[src/hdl/uart_enh_pkg.sv]
// Purpose: Shared constants for the channel enhanced-feature register bank.
// Assumes: Wishbone byte addresses, one aligned 32-bit word per register.
// Notes: Data sits in the low byte; upper bits read as zero.
package uart_enh_pkg;
   // Register byte offsets.
   localparam logic [7:0] ADR_DIV_LO = 8'h00;
   localparam logic [7:0] ADR_DIV_HI = 8'h04;
   localparam logic [7:0] ADR_DIV_FR = 8'h08;
   localparam logic [7:0] ADR_ALT_FN = 8'h0c;
   localparam logic [7:0] ADR_DEV_ID = 8'h10;
   localparam logic [7:0] ADR_DEV_RV = 8'h14;
   localparam logic [7:0] ADR_TRG = 8'h18;
   localparam logic [7:0] ADR_FCOUNT = 8'h1c;
   localparam logic [7:0] ADR_FEAT = 8'h20;
   localparam logic [7:0] ADR_SCRATCH = 8'h24;
   localparam logic [7:0] ADR_ENH_FEAT = 8'h28;
   localparam logic [7:0] ADR_LINE_CTL = 8'h2c;
   // Reset values, enhanced mode write mask and count access key.
   localparam logic [7:0] DIV_LO_RST = 8'h01;
   localparam logic [7:0] DIV_HI_RST = 8'h00;
   localparam logic [7:0] EMODE_RST = 8'h80;
   localparam logic [7:0] SCRATCH_RST = 8'hff;
   localparam logic [7:0] EMODE_WMASK = 8'hfb;
   localparam logic [7:0] FC_KEY = 8'hbf;
   // Feature control fields.
   localparam int FT_HYS = 0;
   localparam int FT_IRINV = 2;
   localparam int FT_R485 = 3;
   localparam int FT_TBL = 4;
   localparam int FT_SWAP = 6;
   localparam int FT_TSEL = 7;
   // Enhanced mode select fields.
   localparam int EM_CNT = 0;
   localparam int EM_INV = 3;
   localparam int EM_XHYS = 4;
   localparam int EM_LSRI = 6;
   localparam int EM_S16 = 7;
   // Alternate function fields, enhanced-enable bit position and table D code.
   localparam int AF_CW = 0;
   localparam int AF_MF = 1;
   localparam int ENH_BIT = 4;
   localparam logic [1:0] MF_OUT2 = 2'h0;
   localparam logic [1:0] MF_BAUD = 2'h1;
   localparam logic [1:0] MF_RECEIVE_READY_OUT = 2'h2;
   localparam logic [1:0] MF_RSVD = 2'h3;
   localparam logic [1:0] TBL_D = 2'h3;
   // Hysteresis in characters, indexed by {extended, basic}.
   localparam logic [5:0] HYST_TAB [16] = '{
      6'h00, 6'h04, 6'h06, 6'h08, 6'h08, 6'h10, 6'h18, 6'h20,
      6'h28, 6'h2c, 6'h30, 6'h34, 6'h0c, 6'h14, 6'h1c, 6'h24};
endpackage : uart_enh_pkg

[src/hdl/uart_enh_regs.sv]
// Purpose: Enhanced-feature registers and small control logic of one channel.
// Assumes: Counts, strobes and bit ticks come from the channel core on clk_i.
// Notes: Peer ports link the two channels for concurrent writes.
`timescale 1ns/1ps
////////////////////////////////////////////////////////////////////////////////
// Overview of operation
// - Basic hysteresis codes give 0, 4, 6, 8.
// - Extended codes select the other hysteresis rows.
// - Basic hysteresis field clears on reset.
// - Delayed mode: error interrupt at holding register.
// - Immediate mode: error interrupt on FIFO entry.
// - Sampling bit: 0 is 8x, 1 16x default.
// - Swap bit redirects scratchpad reads and writes.
// - Divisor is integer latches plus fraction/16.
// - Fraction latch accessible only with enhanced enable.
// - Concurrent write updates both channels' register unless the peer has a local write that cycle.
// - Reads return only the selected channel's data.
// - Output select picks out2, baud or ready.
// - Upper alternate function bits reserved, zero.
// - Read-only identity and revision registers.
// - Trigger register programs receive or transmit level.
// - Count register readable when line control 0xbf.
// - Inversion bit selects receive idle polarity.
// - Direction rises one bit after last stop.
// - Direction drops on FIFO load; interrupt timing.
// - Table select chooses table A to D.
// - Level readback picks receive, transmit or alternates.
// - Inversion bit flips direction output polarity.
// - Auto flow output follows trigger plus hysteresis.
// - Clearing enhanced enable freezes the fraction.
module uart_enh_regs
   import uart_enh_pkg::*;
#(
   parameter int CNT_W = 7,
   parameter logic [7:0] DEV_ID_VAL = 8'h5c,  // Arbitrary value.
   parameter logic [7:0] DEV_REV_VAL = 8'h03  // Arbitrary value.
) (
   // Clock and reset.
   input wire logic clk_i,
   input wire logic rst_i,
   // Wishbone slave.
   input wire logic cyc_i,
   input wire logic stb_i,
   input wire logic we_i,
   input wire logic [7:0] adr_i,
   input wire logic [3:0] sel_i,
   input wire logic [31:0] dat_i,
   output logic [31:0] dat_o,
   output logic ack_o,
   // Peer channel write link.
   input wire logic peer_we_i,
   input wire logic [7:0] peer_adr_i,
   input wire logic [7:0] peer_dat_i,
   output logic peer_we_o,
   output logic [7:0] peer_adr_o,
   output logic [7:0] peer_dat_o,
   // Channel core status.
   input wire logic [CNT_W-1:0] rx_count_i,
   input wire logic [CNT_W-1:0] tx_count_i,
   input wire logic [7:0] rx_table_level_i,
   input wire logic err_into_fifo_i,
   input wire logic err_at_holding_i,
   input wire logic status_read_i,
   input wire logic tx_fifo_load_i,
   input wire logic tx_shift_done_i,
   input wire logic thr_empty_i,
   input wire logic tsr_empty_i,
   input wire logic bit_tick_i,
   input wire logic auto_rts_en_i,
   input wire logic rts_manual_n_i,
   input wire logic user_output_two_i,
   input wire logic baud_clock_i,
   input wire logic receive_ready_i,
   input wire logic rx_pin_i,
   // Configuration to the channel core.
   output logic [15:0] div_int_o,
   output logic [3:0] div_frac_o,
   output logic sample16_o,
   output logic [1:0] trig_table_o,
   output logic [7:0] rx_trig_o,
   output logic [7:0] tx_trig_o,
   // Derived outputs.
   output logic line_irq_o,
   output logic tx_irq_o,
   output logic rts_n_o,
   output logic multi_function_out_o,
   output logic rx_data_o
);
   if (CNT_W < 1 || CNT_W > 8) begin : g_bad_width
      $error("CNT_W must lie between 1 and 8");
   end

   typedef struct packed {
      logic ack;
      logic [7:0] rdat;
      logic [7:0] dll;
      logic [7:0] divisor_high_byte;
      logic [7:0] divisor_fraction;
      logic cw;
      logic [1:0] mf_sel;
      logic [7:0] feature_control;
      logic [7:0] emode;
      logic [7:0] trg_rx;
      logic [7:0] trg_tx;
      logic [7:0] line_control;
      logic enh;
      logic [7:0] scratch;
      logic alt_tx;
      logic lsr_pend;
      logic line_irq;
      logic tx_irq;
      logic dir_tx;
      logic wait485;
      logic flow_stop;
      logic rts_n;
      logic mf;
      logic pwe;
      logic [7:0] padr;
      logic [7:0] pdat;
      logic [2:0] rx_sync;
      logic rx_filt;
   } state_s;

   state_s q, d;

   function automatic logic [7:0] cnt8(input logic [CNT_W-1:0] c);
      cnt8 = 8'(c);
   endfunction : cnt8

   logic req;
   logic wr_local;
   logic [7:0] wdat;
   logic [5:0] hyst;
   logic [8:0] upper;
   logic [8:0] lower;
   logic [7:0] rx_trig_eff;

   assign req = cyc_i && stb_i && !q.ack;
   assign wr_local = req && we_i && sel_i[0];
   assign wdat = dat_i[7:0];
   assign hyst = HYST_TAB[{q.emode[EM_XHYS+:2], q.feature_control[FT_HYS+:2]}];
   assign rx_trig_eff = (q.feature_control[FT_TBL+:2] == TBL_D) ? q.trg_rx
                                                      : rx_table_level_i;
   assign upper = {1'b0, rx_trig_eff} + {3'h0, hyst};
   assign lower = {1'b0, rx_trig_eff} - {3'h0, hyst};

   ////////////////////////////////////////////////////////////////////////////
   // Next-state logic.
   always_comb begin
      logic wr;
      logic [7:0] wa;
      logic [7:0] wd;
      logic full;
      d = q;
      wr = 1'b0;
      wa = 8'h00;
      wd = 8'h00;
      full = 1'b1;
      d.ack = req;
      d.pwe = 1'b0;
      if (wr_local) begin
         wr = 1'b1;
         wa = adr_i;
         wd = wdat;
         if (q.cw || adr_i == ADR_ALT_FN) begin
            d.pwe = 1'b1;
            d.padr = adr_i;
            d.pdat = wdat;
         end
      end else if (peer_we_i) begin
         // A peer write lands only when no local write competes; the peer
         // drives its strobe from a register, so a lost one is rare.
         wr = 1'b1;
         wa = peer_adr_i;
         wd = peer_dat_i;
         full = (peer_adr_i != ADR_ALT_FN) || q.cw
                || peer_dat_i[AF_CW];
      end
      if (wr) begin
         unique case (wa)
            ADR_DIV_LO: if (full) d.dll = wd;
            ADR_DIV_HI: if (full) d.divisor_high_byte = wd;
            ADR_DIV_FR: if (full && q.enh) d.divisor_fraction = wd;
            ADR_ALT_FN: begin
               d.cw = wd[AF_CW];
               if (full && wd[AF_MF+:2] != MF_RSVD) begin
                  d.mf_sel = wd[AF_MF+:2];
               end
            end
            ADR_TRG: if (full) begin
               if (q.feature_control[FT_TSEL]) d.trg_tx = wd;
               else d.trg_rx = wd;
            end
            ADR_FEAT: if (full) d.feature_control = wd;
            ADR_SCRATCH: if (full) begin
               if (q.feature_control[FT_SWAP]) begin
                  d.emode = wd & EMODE_WMASK;
                  d.alt_tx = 1'b0;
               end else begin
                  d.scratch = wd;
               end
            end
            ADR_ENH_FEAT: if (full) d.enh = wd[ENH_BIT];
            ADR_LINE_CTL: if (full) d.line_control = wd;
            default: ;
         endcase
      end
      // Read data is always from this channel's own registers.
      d.rdat = 8'h00;
      if (req && !we_i) begin
         unique case (adr_i)
            ADR_DIV_LO: d.rdat = q.dll;
            ADR_DIV_HI: d.rdat = q.divisor_high_byte;
            ADR_DIV_FR: d.rdat = q.enh ? q.divisor_fraction : 8'h00;
            ADR_ALT_FN: d.rdat = {5'h00, q.mf_sel, q.cw};
            ADR_DEV_ID: d.rdat = DEV_ID_VAL;
            ADR_DEV_RV: d.rdat = DEV_REV_VAL;
            ADR_FCOUNT: if (q.line_control == FC_KEY) begin
               d.rdat = q.feature_control[FT_TSEL] ? cnt8(tx_count_i) : cnt8(rx_count_i);
            end
            ADR_FEAT: d.rdat = q.feature_control;
            ADR_SCRATCH: begin
               if (!q.feature_control[FT_SWAP]) begin
                  d.rdat = q.scratch;
               end else if (!q.emode[EM_CNT]) begin
                  d.rdat = cnt8(rx_count_i);
               end else if (!q.emode[EM_CNT+1]) begin
                  d.rdat = cnt8(tx_count_i);
               end else begin
                  d.rdat = q.alt_tx ? cnt8(tx_count_i) : cnt8(rx_count_i);
                  d.alt_tx = !q.alt_tx;
               end
            end
            ADR_ENH_FEAT: d.rdat = {3'h0, q.enh, 4'h0};
            ADR_LINE_CTL: d.rdat = q.line_control;
            default: d.rdat = 8'h00;
         endcase
      end
      // A new error entering the FIFO wins over a status read clearing it.
      if (err_into_fifo_i) begin
         d.lsr_pend = 1'b1;
      end else if (status_read_i) begin
         d.lsr_pend = 1'b0;
      end
      d.line_irq = q.emode[EM_LSRI] ? d.lsr_pend : err_at_holding_i;
      d.tx_irq = q.feature_control[FT_R485] ? (thr_empty_i && tsr_empty_i)
                                 : thr_empty_i;
      // Direction: a byte loaded while waiting cancels the release.
      if (tx_fifo_load_i) begin
         d.dir_tx = 1'b1;
         d.wait485 = 1'b0;
      end else if (q.wait485 && bit_tick_i) begin
         d.dir_tx = 1'b0;
         d.wait485 = 1'b0;
      end else if (tx_shift_done_i && q.dir_tx) begin
         d.wait485 = 1'b1;
      end
      if ({1'b0, cnt8(rx_count_i)} >= upper) begin
         d.flow_stop = 1'b1;
      end else if ({1'b0, rx_trig_eff} < {3'h0, hyst} ||
                   {1'b0, cnt8(rx_count_i)} < lower) begin
         d.flow_stop = 1'b0;
      end
      if (q.feature_control[FT_R485]) begin
         d.rts_n = !d.dir_tx ^ q.emode[EM_INV];
      end else if (auto_rts_en_i) begin
         d.rts_n = d.flow_stop || rts_manual_n_i;
      end else begin
         d.rts_n = rts_manual_n_i;
      end
      unique case (q.mf_sel)
         MF_OUT2: d.mf = user_output_two_i;
         MF_BAUD: d.mf = baud_clock_i;
         MF_RECEIVE_READY_OUT: d.mf = receive_ready_i;
         default: d.mf = 1'b1;
      endcase
      // Stages two and three must agree; the third supplies the data; the first feeds the second alone.
      d.rx_sync = {q.rx_sync[1:0], rx_pin_i};
      if (q.rx_sync[1] == q.rx_sync[2]) begin
         d.rx_filt = q.rx_sync[2] ^ q.feature_control[FT_IRINV];
      end
   end

   ////////////////////////////////////////////////////////////////////////////
   // State register.
   always_ff @(posedge clk_i) begin
      if (rst_i) begin
         q <= '0;
         q.dll <= DIV_LO_RST;
         q.divisor_high_byte <= DIV_HI_RST;
         q.emode <= EMODE_RST;
         q.scratch <= SCRATCH_RST;
         q.rts_n <= 1'b1;
         q.mf <= 1'b1;
      end else begin
         q <= d;
      end
   end

   assign dat_o = {24'h000000, q.rdat};
   assign ack_o = q.ack;
   assign peer_we_o = q.pwe;
   assign peer_adr_o = q.padr;
   assign peer_dat_o = q.pdat;
   assign div_int_o = {q.divisor_high_byte, q.dll};
   assign div_frac_o = q.divisor_fraction[3:0];
   assign sample16_o = q.emode[EM_S16];
   assign trig_table_o = q.feature_control[FT_TBL+:2];
   assign rx_trig_o = q.trg_rx;
   assign tx_trig_o = q.trg_tx;
   assign line_irq_o = q.line_irq;
   assign tx_irq_o = q.tx_irq;
   assign rts_n_o = q.rts_n;
   assign multi_function_out_o = q.mf;
   assign rx_data_o = q.rx_filt;
endmodule : uart_enh_regs

[config.mk]
export PLATFORM = sky130hd
export DESIGN_NAME = uart_enh_regs
export DESIGN_NICKNAME = d
export VERILOG_FILES = /design/src/hdl/uart_enh_pkg.sv /design/src/hdl/uart_enh_regs.sv
export SDC_FILE = /design/constraint.sdc
export NUM_CORES = 1
export LEC_CHECK = 0
export ABC_AREA = 0
export BUFFER_PORTS_ARGS = -buffer_cell sky130_fd_sc_hd__buf_2
export CAP_MARGIN = 20
export CELL_PAD_IN_SITES_DETAIL_PLACEMENT = 2
export CELL_PAD_IN_SITES_GLOBAL_PLACEMENT = 2
export CORE_MARGIN = 2
export CORE_UTILIZATION = 31
export CTS_BUF_LIST = sky130_fd_sc_hd__clkbuf_8
export DETAILED_ROUTE_END_ITERATION = 10
export GPL_TIMING_DRIVEN = 0
export PLACE_DENSITY = 0.93
export SYNTH_ARGS = -nofsm -noshare
export SYNTH_HDL_FRONTEND = slang
export SYNTH_SLANG_ARGS = --single-unit
[constraint.sdc]
create_clock -name clk_i -period 3.8 [get_ports clk_i]
set_input_delay 0.38 -clock clk_i [delete_from_list [all_inputs] [get_ports clk_i]]
set_output_delay 0.38 -clock clk_i [all_outputs]
set_load 0.1 [all_outputs]
==> impl_results.md <==
- Post-Route WL: 28580 um
- Initial drt markers: around 300
- Worst Setup SP: trig_table_o[1]$_SDFFE_PP0P_
- Num Clock Sinks: 114
- CP max stage delay: 0.51 ns
- GP Congestion: around 0.9
- Detailed-route via count: approximately 6700
- Overall die area: 23510 um2
- Slowest CP cell: dfxtp_1
- Cts bufs inserted: 17
- Nets: 1124
- Synth warn: 0
- Worst Hold Class: in2reg
- Netlist cell types: 76
- Root Driver: clkbuf_8
- DRC viols: 0
- H-Tree Level Count: 4
- Die height: 153.3 um
- Port bufs: 141
- Post-synth EDFFs: 0
- Clock-pin slew on the worst setup and hold paths: approximately 0.080 ns
- Worst path cell trace: nand2_4 > mux2i_2 > inv_1 > ha_1 > fa_1 > a211o_1 > o211ai_1 > nand2_1 > ha_1 > a21oi_1 > o21ai_0 > a21oi_1 > a2bb2oi_2 > buf_4 > nor2_1
- Final min period: 3.609 ns
- Sequential share of the synthesized area: 33.02%
- Share of layout cells above drive strength 1: 31.05%
- Worst Path Required: 4.13 ns
- Core footprint: 21820 um2
- Drt wl/cell: 22.19 um
- Synth Flop Type: dfxtp_1
- Syn avg cell area: roughly 8.5 um2
- Worst Path Max Fanout: 9
- Largest net degree at the start of global routing: 17
- Initial Util: 31.67%
- Power per Cell Area: ~330 nW/um2
- Drt first pass iters: 5
- Area delta synth->final: 22.66%
- Synthesized area: about 6900 um2
- # setup viols final: 0
- Max-Cap Viols: 0
- Detailed Place HPWL: 21000 um
- Ys async rst share: 0%
- Clk network pwr share: 39.6%
- Synth Register Bits: approximately 110
- Die width: 153.3 um
- P_sw: 965.9 uW
- Final Power: ~2.8 mW
- I/O pin total: just under 200
- Crit end category: flip-flop
- Max Buffers Root-to-Sink: 2
- Combinational share of power: 17.4%
- Seq pwr share: 43.0%
- Initial antenna violation count: 0
- Slew HR: a little under a third
- Worst-Skew Late Latency: 0.47 ns
- Int Power: 1.851 mW
- Syn Inst Count: 810
- Leakage power: 3.808 nW
- Critical Path AT: 3.94 ns
- Most common cell after layout, fill and taps aside: buf_2
- VDD IR-drop max: 0.1451 mV
- Critical path class: reg2reg
- Status: complete, no violations
- Switching portion of total power: around a third
- Reg2reg start: trig_table_o[1]$_SDFFE_PP0P_
- Via density: 5.213
- Layout fillers: ~2500
- Commonest non-fill, non-tap cells in the layout: 147 x buf_2, 113 x dfxtp_1, 101 x nor2_1
- Worst-margin pin slew: 1.040 ns
- Row count: 54
- Crit start category: flip-flop
- Fin util: between 30 and 40%
- Overflow after GRT: 0
- Fin Clk Skew: 0.01793 ns
- Max Clk Rate: 277.1 MHz
- Final hold viol count: 0
- DRT antenna net count: 0
- First-pass GRT wire length: about 42000 um
- N_diodes: 0
- CTS tree: built
- Total GRT Usage: approximately a quarter
- Final Slew Violations: 0
- Min-delay src: tx_fifo_load_i
- Number of global-route vias before repair: 7161
- Tcrit/Tclk final: a little over nine tenths
[repair_timing]
action,4_1_cts,5_1_grt
setup buffers,0,1
hold buffers,0,0
endpoints found under the hold margin,0,0
endpoints found under the setup margin,2,2
pin swaps,0,0
resized for setup,3,6
[per-stage QoR]
| stage | hold slack (ns) | TNS (ns) | area (um2) | setup WS, ns | std cells |
|---|---|---|---|---|---|
| floorplan | 0.4138 | 0 | 6998 | 0.6198 | 833 |
| global placement | 0.4261 | -0.06323 | 8054 | -0.05509 | 1254 |
| detailed placement | 0.4496 | -0.6149 | 8054 | -0.3241 | 1254 |
| CTS | 0.07857 | 0 | 8439 | 0.1092 | 1286 |
| global route | 0.07871 | -0.1386 | 8478 | -0.08679 | 1288 |
| finish | 0.09068 | 0 | 8478 | 0.1914 | 1288 |
[cell usage after synthesis (4+ instances only)]
cell / count / area (um2)
xnor2_1: 8 / 70.07
and3_1: 4 / 25.02
dfxtp_1: 114 / 2282
a21o_1: 6 / 45.04
mux2_2: 6 / 67.56
o31a_1: 5 / 43.79
nor4_1: 6 / 37.54
a211oi_1: 14 / 105.1
nor2_1: 101 / 379.1
buf_4: 88 / 660.6
mux2i_1: 84 / 840.8
inv_1: 23 / 86.33
o211ai_1: 5 / 37.54
nor3_1: 12 / 60.06
nor2b_1: 9 / 56.30
clkbuf_1: 27 / 101.4
nand2_1: 82 / 307.8
or3_1: 4 / 25.02
o21ai_0: 17 / 85.08
nand2b_1: 7 / 43.79
a31oi_1: 8 / 50.05
a21oi_1: 49 / 245.2
buf_2: 5 / 25.02
nand3_1: 16 / 80.08
ha_1: 25 / 312.8
[power groups by stage]
stage / combinational, mW / clock (mW) / sequential (mW)
floorplan: 0.308 / 0 / 1.26
global placement: 0.461 / 0 / 1.24
detailed placement: 0.475 / 0 / 1.24
CTS: 0.480 / 1.12 / 1.21
global route: 0.516 / 1.18 / 1.21
finish: 0.489 / 1.12 / 1.21
[state kept, by name (all words and copies together) (netlist names), 2 cells and up]
| signal | count |
|---|---|
| trig_table_o | 2 |
| d | 2 |
| rx_trig_o | 8 |
| peer_dat_o | 8 |
| dat_o | 8 |
| peer_adr_o | 8 |
| div_int_o | 16 |
| q | 42 |
| div_frac_o | 4 |
| tx_trig_o | 8 |
[area by class of cell]
cell class	count	area [um2]	area share, %
Buffer	127	837.1	9.873
Clock buffer	17	234.0	2.760
Clock inverter	15	137.6	1.623
Inverter	23	86.33	1.018
Multi-Input combinational cell	569	3831	45.19
Sequential cell	114	2283	26.93
Tap cell	280	350.3	4.132
Timing Repair Buffer	143	718.2	8.471
[routing by layer]
layer  vias up  GRT usage, %  routed length (um)  part of all wire (%)
met1      3367         28.82               12220                    43
met5         -             0                   0                     0
met2       205         40.43               14160                    50
met4         0         9.568                 880                   3.1
met3        46         4.139                1319                   4.6
li1       3096             -                   -                     -
[cells by family after synthesis]
family / after synthesis / share of synthesized area [%]
AND/OR/NAND/NOR: 274 / 19.70
buffers and inverters: 150 / 13.36
AO/OA/AOI/OAI: 146 / 14.61
flip-flops: 114 / 33.02
multiplexers: 90 / 13.14
adder cells (fa/ha/maj): 27 / 5.105
XOR/XNOR: 8 / 1.014
other: 1 / 0.05426
[path summary, 6_finish.rpt]
path | end | slack [ns] | cells past startpoint
max reg2reg | q[23]$_SDFF_PP0_ | 0.19 | 15
min reg2reg | d[3]$_SDFF_PP0_ | 0.46 | 1
min | q[24]$_SDFFE_PP0P_ | 0.09 | 2
max | q[23]$_SDFF_PP0_ | 0.19 | 15
[worst max-delay path: cells and delay by family (launching register included)]
kind | cells | cell delay, ns
AO/OA/AOI/OAI | 6 | 1.07
adder cells (fa/ha/maj) | 3 | 1.00
flip-flops | 1 | 0.51
AND/OR/NAND/NOR | 3 | 0.36
multiplexers | 1 | 0.26
buffers and inverters | 2 | 0.25
Power figures use the tool's default switching activity.
